[src/common/alrg_pkg.sv]
// package of register map, field layout and timing tables for the auto gain block
package alrg_pkg;
  // register offsets
  localparam logic [7:0] ADDR_INPUT_SELECTOR = 8'h00;
  localparam logic [7:0] ADDR_POWER_CONTROL = 8'h01;
  localparam logic [7:0] ADDR_FORMAT_CONTROL = 8'h02;
  localparam logic [7:0] ADDR_ZC_TIMER_CONTROL = 8'h03;
  localparam logic [7:0] ADDR_LEFT_PEAK_LOW = 8'h04;
  localparam logic [7:0] ADDR_LEFT_PEAK_HIGH = 8'h05;
  localparam logic [7:0] ADDR_RIGHT_PEAK_LOW = 8'h06;
  localparam logic [7:0] ADDR_RIGHT_PEAK_HIGH = 8'h07;
  localparam logic [7:0] ADDR_OVERFLOW_STATUS = 8'h08;
  localparam logic [7:0] ADDR_LIMITER_CONTROL = 8'h09;
  localparam logic [7:0] ADDR_LEFT_GAIN = 8'h0A;
  localparam logic [7:0] ADDR_RIGHT_GAIN = 8'h0B;
  localparam logic [7:0] ADDR_RECOVERY_TIMING = 8'h0C;
  localparam logic [7:0] ADDR_RECOVERY_TARGET = 8'h0D;
  // reset values
  localparam logic [3:0] RST_INPUT_SELECTOR = 4'h5;
  localparam logic [3:0] RST_POWER_CONTROL = 4'h7;
  localparam logic [6:0] RST_FORMAT_CONTROL = 7'h00;
  localparam logic [7:0] RST_ZC_TIMER_CONTROL = 8'hE4;
  localparam logic [6:0] RST_LIMITER_CONTROL = 7'h00;
  localparam logic [6:0] RST_GAIN_CODE = 7'h10;
  localparam logic [3:0] RST_RECOVERY_TIMING = 4'h0;
  localparam logic [6:0] RST_RECOVERY_TARGET = 7'h10;
  // field positions in the zero cross and timer control register
  localparam int COMMON_GAIN_WRITE_BIT = 7;
  localparam int WRITE_TIMEOUT_LSB = 4;
  localparam int CROSSING_UPDATE_BIT = 3;
  localparam int LIMITER_TIMEOUT_LSB = 1;
  localparam int LIMITER_CROSSING_BIT = 0;
  // field positions in the limiter control register
  localparam int LIMITER_ENABLE_BIT = 7;
  localparam int RECOVERY_ENABLE_BIT = 6;
  localparam int LIMITER_THRESHOLD_LSB = 3;
  localparam int LIMITER_STEP_LSB = 0;
  // field positions in the recovery timing register
  localparam int RECOVERY_WAIT_LSB = 2;
  localparam int RECOVERY_STEP_LSB = 0;
  // timing tables, all counts in sample periods
  localparam int CNT_W = 13;
  localparam logic [CNT_W-1:0] WRITE_TIMEOUT_FS [0:3] = '{13'd513, 13'd1025, 13'd2049, 13'd4097};
  localparam logic [CNT_W-1:0] LIMIT_TIMEOUT_FS [0:3] = '{13'd129, 13'd258, 13'd516, 13'd1032};
  localparam logic [CNT_W-1:0] LIMIT_PERIOD_FS [0:3] = '{13'd1, 13'd2, 13'd4, 13'd8};
  localparam logic [CNT_W-1:0] RECOVERY_WAIT_FS [0:3] = '{13'd128, 13'd256, 13'd512, 13'd1024};
  // limiter thresholds on sample magnitude, and the same minus about 2 dB
  localparam logic [15:0] THRESHOLD_MAG [0:3] = '{16'h6000, 16'h5000, 16'h4000, 16'h3000};
  localparam logic [15:0] THRESHOLD_LOW_MAG [0:3] = '{16'h4C00, 16'h3F90, 16'h32E0, 16'h2620};
  // main controller states
  typedef enum logic [1:0] {ALRG_MANUAL, ALRG_READY, ALRG_ATTENUATE, ALRG_RECOVER} alrg_state_e;
endpackage : alrg_pkg

[src/rtl/alrg_gain_stepper.sv]
// one channel gain register that applies a new code at a zero crossing, a timeout or at once
`timescale 1ns/1ps
module alrg_gain_stepper
  import alrg_pkg::*;
#(
  parameter int GAIN_W = 7,
  parameter logic [GAIN_W-1:0] GAIN_RESET = RST_GAIN_CODE
)(
  input wire logic clk_in,
  input wire logic reset_in,
  input wire logic tick_in,
  input wire logic sample_sign_in,
  input wire logic load_in,
  input wire logic [GAIN_W-1:0] target_in,
  input wire logic crossing_en_in,
  input wire logic [CNT_W-1:0] limit_in,
  output logic [GAIN_W-1:0] gain_out,
  output logic busy_out
);
  logic sign_q;
  logic busy_q;
  logic crossing;
  logic [GAIN_W-1:0] gain_q;
  logic [GAIN_W-1:0] pend_q;
  logic [CNT_W-1:0] cnt_q;
  logic en_q;
  logic [CNT_W-1:0] lim_q;

  // a sign change between two samples counts as the channel's own crossing
  assign crossing = tick_in && (sample_sign_in != sign_q);

  always_ff @(posedge clk_in)
  begin
    if (reset_in)
      sign_q <= 1'b0;
    else if (tick_in)
      sign_q <= sample_sign_in;
  end

  // pending change: a new load replaces an unapplied one, the last request wins;
  // crossing mode and limit are kept from the load, as the caller's selection drops with it
  always_ff @(posedge clk_in)
  begin
    if (reset_in)
    begin
      gain_q <= GAIN_RESET;
      pend_q <= GAIN_RESET;
      busy_q <= 1'b0;
      cnt_q <= '0;
      en_q <= 1'b0;
      lim_q <= '0;
    end
    else if (load_in)
    begin
      pend_q <= target_in;
      cnt_q <= '0;
      en_q <= crossing_en_in;
      lim_q <= limit_in;
      if (!crossing_en_in && limit_in == '0)
      begin
        gain_q <= target_in;
        busy_q <= 1'b0;
      end
      else
        busy_q <= 1'b1;
    end
    else if (busy_q && tick_in)
    begin
      cnt_q <= cnt_q + 1'b1;
      if ((en_q && crossing) || (cnt_q + 1'b1 >= lim_q))
      begin
        gain_q <= pend_q;
        busy_q <= 1'b0;
      end
    end
  end

  assign gain_out = gain_q;
  assign busy_out = busy_q;
endmodule : alrg_gain_stepper

[src/rtl/alrg_controller.sv]
// automatic limiter and recovery controller with its byte register map
// Behaviour
// - in full-auto mode host writes to the gain codes are ignored
// - input above threshold while waiting to recover starts an attenuation step
// - clearing both enables mid-step finishes that step before manual mode
// - done flag rises after at most one further step once enables clear
// - with both enables clear no attenuation happens whatever the input
// - after an attenuation the wait interval runs before any recovery step
// - wait interval ending with input below threshold minus 2dB gives one recovery step
// - each wait interval restarts at once when the previous one ends
// - input between threshold minus 2dB and threshold holds the wait timer reset
// - wait timer runs only while input is below threshold minus 2dB
// - peak hold per channel is 16 bits as low and high bytes at 04H-07H
// - gain registers hold 7-bit code and mirror done flag in bit 7
// - recovery timing register holds wait time bits 3-2, step size bits 1-0
// - recovery target register holds 7-bit target, bit 7 reads zero
// - with crossing update on, host and recovery gain changes wait for crossing or timeout, else at once
// - crossing timeout for writes and recovery is 513, 1025, 2049 or 4097 samples
// - common write: left write loads both, right write loads only right
//
// Implementation choice: strobed register access.
`timescale 1ns/1ps
module alrg_controller
  import alrg_pkg::*;
#(
  parameter int GAIN_W = 7
)(
  input wire logic clk_in,
  input wire logic reset_in,
  input wire logic [7:0] reg_addr_in,
  input wire logic [7:0] reg_wdata_in,
  input wire logic reg_wr_in,
  input wire logic reg_rd_in,
  output logic [7:0] reg_rdata_out,
  input wire logic sample_tick_in,
  input wire logic [15:0] left_sample_in,
  input wire logic [15:0] right_sample_in,
  output logic [GAIN_W-1:0] left_gain_code_out,
  output logic [GAIN_W-1:0] right_gain_code_out,
  output logic [3:0] input_selector_out,
  output logic [3:0] power_control_out,
  output logic [6:0] format_control_out,
  output logic line_or_mic_gain_select_out
);
  alrg_state_e state_q;
  logic [3:0] input_sel_q;
  logic [3:0] power_q;
  logic [6:0] format_q;
  logic [7:0] zc_ctrl_q;
  logic [6:0] lim_ctrl_q;
  logic [3:0] rec_timing_q;
  logic [6:0] rec_target_q;
  logic [15:0] left_peak_q;
  logic [15:0] right_peak_q;
  logic [7:0] rdata_q;
  logic done_q;
  logic [CNT_W-1:0] wait_cnt_q;
  logic auto_mode;
  logic limiter_enable;
  logic recovery_enable;
  logic [1:0] limiter_threshold;
  logic [2:0] limiter_step_size;
  logic [1:0] recovery_wait_time;
  logic [1:0] recovery_step_size;
  logic crossing_update_enable;
  logic limiter_crossing_enable;
  logic common_gain_write;
  logic [15:0] left_mag;
  logic [15:0] right_mag;
  logic [15:0] level;
  logic over_threshold;
  logic under_low;
  logic [CNT_W-1:0] wait_limit;
  logic [CNT_W-1:0] write_limit;
  logic [CNT_W-1:0] att_limit;
  logic host_left_wr;
  logic host_right_wr;
  logic host_gain_ok;
  logic left_load;
  logic right_load;
  logic [GAIN_W-1:0] left_target;
  logic [GAIN_W-1:0] right_target;
  logic step_crossing_en;
  logic [CNT_W-1:0] step_limit;
  logic left_busy;
  logic right_busy;
  logic any_busy;
  logic att_issue;
  logic rec_issue;
  logic wait_end;
  logic [GAIN_W-1:0] left_gain;
  logic [GAIN_W-1:0] right_gain;
  logic [GAIN_W:0] att_left_sum;
  logic [GAIN_W:0] att_right_sum;
  logic [GAIN_W:0] rec_left_sum;
  logic [GAIN_W:0] rec_right_sum;
  logic [2:0] left_over_level;
  logic [2:0] right_over_level;

  // field decode
  assign limiter_enable = lim_ctrl_q[LIMITER_ENABLE_BIT-1];
  assign recovery_enable = lim_ctrl_q[RECOVERY_ENABLE_BIT-1];
  assign limiter_threshold = lim_ctrl_q[LIMITER_THRESHOLD_LSB +: 2];
  assign limiter_step_size = lim_ctrl_q[LIMITER_STEP_LSB +: 3];
  assign recovery_wait_time = rec_timing_q[RECOVERY_WAIT_LSB +: 2];
  assign recovery_step_size = rec_timing_q[RECOVERY_STEP_LSB +: 2];
  assign crossing_update_enable = zc_ctrl_q[CROSSING_UPDATE_BIT];
  assign limiter_crossing_enable = zc_ctrl_q[LIMITER_CROSSING_BIT];
  assign common_gain_write = zc_ctrl_q[COMMON_GAIN_WRITE_BIT];
  // only both enables together make the full-auto mode
  assign auto_mode = limiter_enable && recovery_enable;

  // level detection on the louder channel, since both channels share one sequence
  assign left_mag = left_sample_in[15] ? (~left_sample_in + 16'h0001) : left_sample_in;
  assign right_mag = right_sample_in[15] ? (~right_sample_in + 16'h0001) : right_sample_in;
  assign level = (left_mag > right_mag) ? left_mag : right_mag;
  assign over_threshold = level > THRESHOLD_MAG[limiter_threshold];
  assign under_low = level < THRESHOLD_LOW_MAG[limiter_threshold];

  // timing selections
  assign wait_limit = RECOVERY_WAIT_FS[recovery_wait_time];
  assign write_limit = crossing_update_enable ?
    WRITE_TIMEOUT_FS[zc_ctrl_q[WRITE_TIMEOUT_LSB +: 2]] : '0;
  assign att_limit = limiter_crossing_enable ?
    LIMIT_TIMEOUT_FS[zc_ctrl_q[LIMITER_TIMEOUT_LSB +: 2]] :
    LIMIT_PERIOD_FS[zc_ctrl_q[LIMITER_TIMEOUT_LSB +: 2]];
  assign any_busy = left_busy || right_busy;

  // host gain writes count only in manual mode with full-auto mode off, even with a step in flight
  assign host_gain_ok = (state_q == ALRG_MANUAL) && !auto_mode;
  assign host_left_wr = reg_wr_in && reg_addr_in == ADDR_LEFT_GAIN && host_gain_ok;
  assign host_right_wr = reg_wr_in && reg_addr_in == ADDR_RIGHT_GAIN && host_gain_ok;

  // automatic step requests, evaluated once per sample while waiting to recover
  assign wait_end = under_low && (wait_cnt_q + 1'b1 >= wait_limit);
  assign att_issue = (state_q == ALRG_READY) && auto_mode && sample_tick_in
    && over_threshold;
  assign rec_issue = (state_q == ALRG_READY) && auto_mode && sample_tick_in
    && !over_threshold && wait_end
    && (left_gain < rec_target_q || right_gain < rec_target_q);

  // new codes clamp at zero going down and at the target going up
  assign att_left_sum = {1'b0, left_gain} - {4'h0, limiter_step_size} - 8'h01;
  assign att_right_sum = {1'b0, right_gain} - {4'h0, limiter_step_size} - 8'h01;
  assign rec_left_sum = {1'b0, left_gain} + {5'h00, recovery_step_size} + 8'h01;
  assign rec_right_sum = {1'b0, right_gain} + {5'h00, recovery_step_size} + 8'h01;

  // one load per channel, from the host in manual mode or from the sequence in auto mode
  always_comb
  begin
    left_load = 1'b0;
    right_load = 1'b0;
    left_target = left_gain;
    right_target = right_gain;
    step_crossing_en = crossing_update_enable;
    step_limit = write_limit;
    if (att_issue)
    begin
      left_load = 1'b1;
      right_load = 1'b1;
      left_target = att_left_sum[GAIN_W] ? '0 : att_left_sum[GAIN_W-1:0];
      right_target = att_right_sum[GAIN_W] ? '0 : att_right_sum[GAIN_W-1:0];
      step_crossing_en = limiter_crossing_enable;
      step_limit = att_limit;
    end
    else if (rec_issue)
    begin
      left_load = 1'b1;
      right_load = 1'b1;
      left_target = (rec_left_sum > {1'b0, rec_target_q}) ? rec_target_q :
        rec_left_sum[GAIN_W-1:0];
      right_target = (rec_right_sum > {1'b0, rec_target_q}) ? rec_target_q :
        rec_right_sum[GAIN_W-1:0];
    end
    else if (host_left_wr)
    begin
      left_load = 1'b1;
      left_target = reg_wdata_in[GAIN_W-1:0];
      right_load = common_gain_write;
      right_target = reg_wdata_in[GAIN_W-1:0];
    end
    else if (host_right_wr)
    begin
      right_load = 1'b1;
      right_target = reg_wdata_in[GAIN_W-1:0];
    end
  end

  alrg_gain_stepper #(.GAIN_W(GAIN_W)) u_left_gain (
    .clk_in(clk_in),
    .reset_in(reset_in),
    .tick_in(sample_tick_in),
    .sample_sign_in(left_sample_in[15]),
    .load_in(left_load),
    .target_in(left_target),
    .crossing_en_in(step_crossing_en),
    .limit_in(step_limit),
    .gain_out(left_gain),
    .busy_out(left_busy)
  );

  alrg_gain_stepper #(.GAIN_W(GAIN_W)) u_right_gain (
    .clk_in(clk_in),
    .reset_in(reset_in),
    .tick_in(sample_tick_in),
    .sample_sign_in(right_sample_in[15]),
    .load_in(right_load),
    .target_in(right_target),
    .crossing_en_in(step_crossing_en),
    .limit_in(step_limit),
    .gain_out(right_gain),
    .busy_out(right_busy)
  );

  // sequence state: a step in flight always completes before the mode may change
  always_ff @(posedge clk_in)
  begin
    if (reset_in)
      state_q <= ALRG_MANUAL;
    else
      unique case (state_q)
        ALRG_MANUAL:
          if (auto_mode && !any_busy)
            state_q <= ALRG_READY;
        ALRG_READY:
          if (!auto_mode)
            state_q <= ALRG_MANUAL;
          else if (att_issue)
            state_q <= ALRG_ATTENUATE;
          else if (rec_issue)
            state_q <= ALRG_RECOVER;
        ALRG_ATTENUATE, ALRG_RECOVER:
          if (!left_load && !any_busy)
            state_q <= auto_mode ? ALRG_READY : ALRG_MANUAL;
      endcase
  end

  // wait timer: cleared after each step, held near threshold, restarted at each end
  always_ff @(posedge clk_in)
  begin
    if (reset_in)
      wait_cnt_q <= '0;
    else if (state_q != ALRG_READY)
      wait_cnt_q <= '0;
    else if (sample_tick_in)
    begin
      if (!under_low)
        wait_cnt_q <= '0;
      else if (wait_end)
        wait_cnt_q <= '0;
      else
        wait_cnt_q <= wait_cnt_q + 1'b1;
    end
  end

  // done flag is high only once the sequence has come to rest in manual mode
  always_ff @(posedge clk_in)
  begin
    if (reset_in)
      done_q <= 1'b1;
    else
      done_q <= (state_q == ALRG_MANUAL) && !auto_mode;
  end

  // peak hold: a read of the high byte clears the channel, a louder sample still wins
  always_ff @(posedge clk_in)
  begin
    if (reset_in)
      left_peak_q <= '0;
    else if (reg_rd_in && reg_addr_in == ADDR_LEFT_PEAK_HIGH)
      left_peak_q <= sample_tick_in ? left_mag : '0;
    else if (sample_tick_in && left_mag > left_peak_q)
      left_peak_q <= left_mag;
  end

  always_ff @(posedge clk_in)
  begin
    if (reset_in)
      right_peak_q <= '0;
    else if (reg_rd_in && reg_addr_in == ADDR_RIGHT_PEAK_HIGH)
      right_peak_q <= sample_tick_in ? right_mag : '0;
    else if (sample_tick_in && right_mag > right_peak_q)
      right_peak_q <= right_mag;
  end

  // overflow level is magnitude bits 14-12 of the held peak, forced to 7 when bit 15 is set
  assign left_over_level = left_peak_q[15] ? 3'h7 : left_peak_q[14:12];
  assign right_over_level = right_peak_q[15] ? 3'h7 : right_peak_q[14:12];

  // writable control registers; full-auto mode blocks only the gain codes
  always_ff @(posedge clk_in)
  begin
    if (reset_in)
    begin
      input_sel_q <= RST_INPUT_SELECTOR;
      power_q <= RST_POWER_CONTROL;
      format_q <= RST_FORMAT_CONTROL;
      zc_ctrl_q <= RST_ZC_TIMER_CONTROL;
      lim_ctrl_q <= RST_LIMITER_CONTROL;
      rec_timing_q <= RST_RECOVERY_TIMING;
      rec_target_q <= RST_RECOVERY_TARGET;
    end
    else if (reg_wr_in)
      unique case (reg_addr_in)
        ADDR_INPUT_SELECTOR: input_sel_q <= reg_wdata_in[3:0];
        ADDR_POWER_CONTROL: power_q <= reg_wdata_in[3:0];
        ADDR_FORMAT_CONTROL: format_q <= reg_wdata_in[7:1];
        ADDR_ZC_TIMER_CONTROL: zc_ctrl_q <= reg_wdata_in;
        ADDR_LIMITER_CONTROL: lim_ctrl_q <= {reg_wdata_in[7:6], reg_wdata_in[4:0]};
        ADDR_RECOVERY_TIMING: rec_timing_q <= reg_wdata_in[3:0];
        ADDR_RECOVERY_TARGET: rec_target_q <= reg_wdata_in[6:0];
        default: ;
      endcase
  end

  // read data stands for the one cycle after the strobe, zero otherwise
  always_ff @(posedge clk_in)
  begin
    if (reset_in || !reg_rd_in)
      rdata_q <= 8'h00;
    else
      unique case (reg_addr_in)
        ADDR_INPUT_SELECTOR: rdata_q <= {4'h0, input_sel_q};
        ADDR_POWER_CONTROL: rdata_q <= {4'h0, power_q};
        ADDR_FORMAT_CONTROL: rdata_q <= {format_q, 1'b0};
        ADDR_ZC_TIMER_CONTROL: rdata_q <= zc_ctrl_q;
        ADDR_LEFT_PEAK_LOW: rdata_q <= left_peak_q[7:0];
        ADDR_LEFT_PEAK_HIGH: rdata_q <= left_peak_q[15:8];
        ADDR_RIGHT_PEAK_LOW: rdata_q <= right_peak_q[7:0];
        ADDR_RIGHT_PEAK_HIGH: rdata_q <= right_peak_q[15:8];
        ADDR_OVERFLOW_STATUS: rdata_q <= {!right_busy, !left_busy,
          right_over_level, left_over_level};
        ADDR_LIMITER_CONTROL: rdata_q <= {lim_ctrl_q[6:5], 1'b0, lim_ctrl_q[4:0]};
        ADDR_LEFT_GAIN: rdata_q <= {done_q, left_gain};
        ADDR_RIGHT_GAIN: rdata_q <= {done_q, right_gain};
        ADDR_RECOVERY_TIMING: rdata_q <= {4'h0, rec_timing_q};
        ADDR_RECOVERY_TARGET: rdata_q <= {1'b0, rec_target_q};
        default: rdata_q <= 8'h00;
      endcase
  end

  assign reg_rdata_out = rdata_q;
  assign left_gain_code_out = left_gain;
  assign right_gain_code_out = right_gain;
  assign input_selector_out = input_sel_q;
  assign power_control_out = power_q;
  assign format_control_out = format_q;
  assign line_or_mic_gain_select_out = zc_ctrl_q[6];
endmodule : alrg_controller

[config.mk]
export PLATFORM = sky130hd
export DESIGN_NAME = alrg_controller
export DESIGN_NICKNAME = d
export VERILOG_FILES = /design/src/common/alrg_pkg.sv /design/src/rtl/alrg_gain_stepper.sv /design/src/rtl/alrg_controller.sv
export SDC_FILE = /design/constraint.sdc
export NUM_CORES = 1
export LEC_CHECK = 0
export ABC_AREA = 1
export BUFFER_PORTS_ARGS = -buffer_cell sky130_fd_sc_hd__buf_4
export CORE_ASPECT_RATIO = 0.5
export CORE_UTILIZATION = 55
export CTS_BUF_LIST = sky130_fd_sc_hd__clkbuf_4
export DETAILED_ROUTE_END_ITERATION = 6
export PLACE_DENSITY_LB_ADDON = 0.15
export SLEW_MARGIN = 0
export SYNTH_ARGS = -nofsm -noshare
export SYNTH_HDL_FRONTEND = slang
export SYNTH_HIERARCHICAL = 1
export SYNTH_SLANG_ARGS = --single-unit
[constraint.sdc]
create_clock -name clk_in -period 8.05 [get_ports clk_in]
set_input_delay 0 -clock clk_in [delete_from_list [all_inputs] [get_ports clk_in]]
set_output_delay 0 -clock clk_in [all_outputs]
set_load 0.02 [all_outputs]
==> impl_metrics.csv <==
group,metric,value,unit
cts,cts.htree.levels,4,
pwr,p_comb_share,25.9,%
drt,drt-initial-drc-count,950,
synth,avgSynthCellArea,6.98,um^2
pwr,ir_worst_vdd,0.0968,mV
pwr,leakage,0.00710,uW
critical_path,cpMaxStageDelayCell,"nand2_1",
sta,finalSetupViolCount,0,
critical_path,cp_max_fo,21,
sta,clock.fmax,150,MHz
sta,worstMarginPinSlew,1.18,ns
critical_path,cp-end-kind,"flip-flop",
global_routing,grt_pass1_vias,12000,
layout,synthToLayoutAreaGrowth,14.2,%
critical_path,critPathMaxStageDelay,0.69,ns
global_routing,antenna_found_initial,1,
die,fp.coreArea,24100,um^2
cts,insertion_delay,0.66,ns
pwr,switching_share,34.1,%
worst_hold_path,worstHoldPathType,"input port to flip-flop",
synth,synth_cells,1942,
placed_design,dpl.cell_count,2333,
die,fp.dieArea,25300,um^2
drt,ant_nets,0,
sta,slew_headroom,21.1,%
pwr,power_frac_seq,47.3,%
die,fp-row-count,40,
cts,root_buffer,"clkbuf_4",
pwr,internal_power,1360,uW
global_routing,grt_pass1_wl,62400,um
layout,final_cells,2434,
pwr,p_clk_share,26.8,%
synth,synth_top_cell_area_share,27.0,%
die,die_h,113,um
cts,cts_resized,0,
pwr,p_sw,701,uW
placed_design,gp_congestion,0.957,
synth,yosysMostFrequentCell,"inv_1",
layout,drive_gt1_share,11.0,%
cts,numCtsBuffers,17,
synth,async_flop_share,0,%
synth,synthTopCellsByCount,"inv_1, nand2_1, nor2_1",
sta,period_minus_slack,6.65,ns
synth,synth_warnings,6,
placed_design,io_buffers,90,
cts,cts_buffer_depth,2,
sta,hold_viol,0,
cts,hold_buffers,69,
drt,routedWlPerCell,16.0,um
flow_run,maxCapViolCount,0,
global_routing,grt_use_total,31.3,%
sta,finalCritPeriodShare,82.6,%
synth,synth_area_leaders,"dfxtp_1, ha_1, inv_1",
synth,ys_ff_latch,183,
die,start_util,56.3,%
drt,first_pass_iters,5,
global_routing,grt_overflow_total,0,
cts,post_cts_buffers,0,
layout,nets,2275,
synth,ys.flop_type,"dfxtp_1",
drt,viasPerCell,5.44,
die,num_io_pins,91,
synth,synth_top_area_cell,"dfxtp_1",
die,fp.dieW,224,um
sta,rsz0062_at_grt,"false",
critical_path,cp.required,8.58,ns
sta,slew_viol_final,0,
cts,cts_sinks,183,
critical_path,critPathMostFrequentCell,"nand2_1",
sta,fin_tns_setup,0,ns
critical_path,start_kind,"input port",
synth,synth_edf_count,0,
synth,netlist_area,13500,um^2
drt,drc,0,
sta,finClkSkew,0.0228,ns
pwr,power_density,133,nW/um^2
critical_path,arrival,7.18,ns
synth,ys_seq_area_share,27.0,%
synth,synth_cell_types,64,
global_routing,grt_start_max_net_pins,45,
critical_path,path_class,"input port to flip-flop",
drt,drt_wl_total,38800,um
cts,cts_tree,"done",
placed_design,hpwl,29600,um
drt,vias,13200,
status,status,"completed",
cts,clk_pin_slew,0.15,ns
## critical path: cells and delay by family
| family | cells | cell delay [ns] |
|---|---|---|
| buf+inv | 10 | 2.14 |
| simple gates | 23 | 3.54 |
| fa+ha+maj | 2 | 0.64 |
| compound gates | 4 | 0.83 |
## power by group through the flow
stage	Sequential (uW)	Clock (uW)	Combinational, uW
global route	977	598	604
finish	973	551	533
CTS	972	563	525
floorplan	982	0	360
global placement	991	0	486
detailed placement	992	0	493
## flip-flops by register name, summed over array words and instances, names as in the netlist, 7 cells and up
register               flops
reg_rdata_out              8
u_left_gain/cnt_q         13
right_peak_q              16
left_peak_q               16
u_right_gain/cnt_q        13
u_right_gain/lim_q        13
rec_target_q               7
u_right_gain/pend_q        7
zc_ctrl_q                  8
u_left_gain/gain_out       7
u_left_gain/lim_q         13
wait_cnt_q                13
u_left_gain/pend_q         7
u_right_gain/gain_out      7
lim_ctrl_q                 7
format_control_out         7
## layout by cell type (no fill, tap or decap), drive strengths merged, types with 37 or more instances in the layout
cell type	synthesis	final
nand3	83	83
buf	14	96
dlygate4sd3	0	69
nor2	205	205
ha	133	133
dfxtp	183	183
a21oi	148	148
inv	343	344
nor3	37	37
nand2	324	324
xor2	53	53
o21ai	156	156
o211ai	41	41
## through the flow
| step | utilization, % | power [uW] | setup WS (ns) | hold WS (ns) | cell area, um^2 |
|---|---|---|---|---|---|
| 6_report | 64.3 | 2060 | 1.40 | 0.0681 | 15500 |
| 4_1_cts | 64.3 | 2060 | 1.56 | 0.00460 | 15500 |
| 3_5_place_dp | 60.2 | 1490 | 1.72 | 0.245 | 14500 |
| 2_1_floorplan | - | 1340 | 3.30 | 0.0624 | 13600 |
| 5_1_grt | 64.3 | 2180 | 0.636 | 0.0564 | 15500 |
| 3_3_place_gp | 60.2 | 1480 | 1.90 | 0.252 | 14500 |
## layout make-up
cell class | count | area (um^2)
clock inverter | 14 | 159
timing repair buffer | 165 | 1410
antenna | 1 | 2.50
tap | 336 | 420
fill | 2261 | 8600
multi-input combinational | 1372 | 8380
clock buffer | 17 | 128
inverter | 346 | 1310
sequential | 183 | 3660
## logic make-up after synthesis
logic type | synth area share [%]
other cells | 0.0277
flops | 27.0
xor+xnor | 4.18
mux | 0.887
fa+ha+maj | 12.9
compound gates | 19.9
simple gates | 23.5
buf+inv | 11.6
## layer usage
metal | part of all wire [%] | wire (um) | track usage [%]
met1 | 46 | 17700 | 41.4
met2 | 45 | 17600 | 51.3
met3 | 6.8 | 2640 | 5.95
met4 | 2.3 | 901 | 10.3
met5 | 0 | 0 | 0
## worst paths after layout
check | slack, ns | startpoint | cells past startpoint | end
worst min register to register | 0.47 | wait_cnt_q[12] | 2 | wait_cnt_q[12]
worst min-delay path | 0.07 | reg_addr_in[0] | 8 | reg_rdata_out[1]
worst max register to register | 3.37 | wait_cnt_q[2] | 21 | u_left_gain/gain_out[4]
worst max-delay path | 1.40 | right_sample_in[3] | 39 | u_left_gain/gain_out[4]
Note: power is estimated with default switching activity, not from simulation.
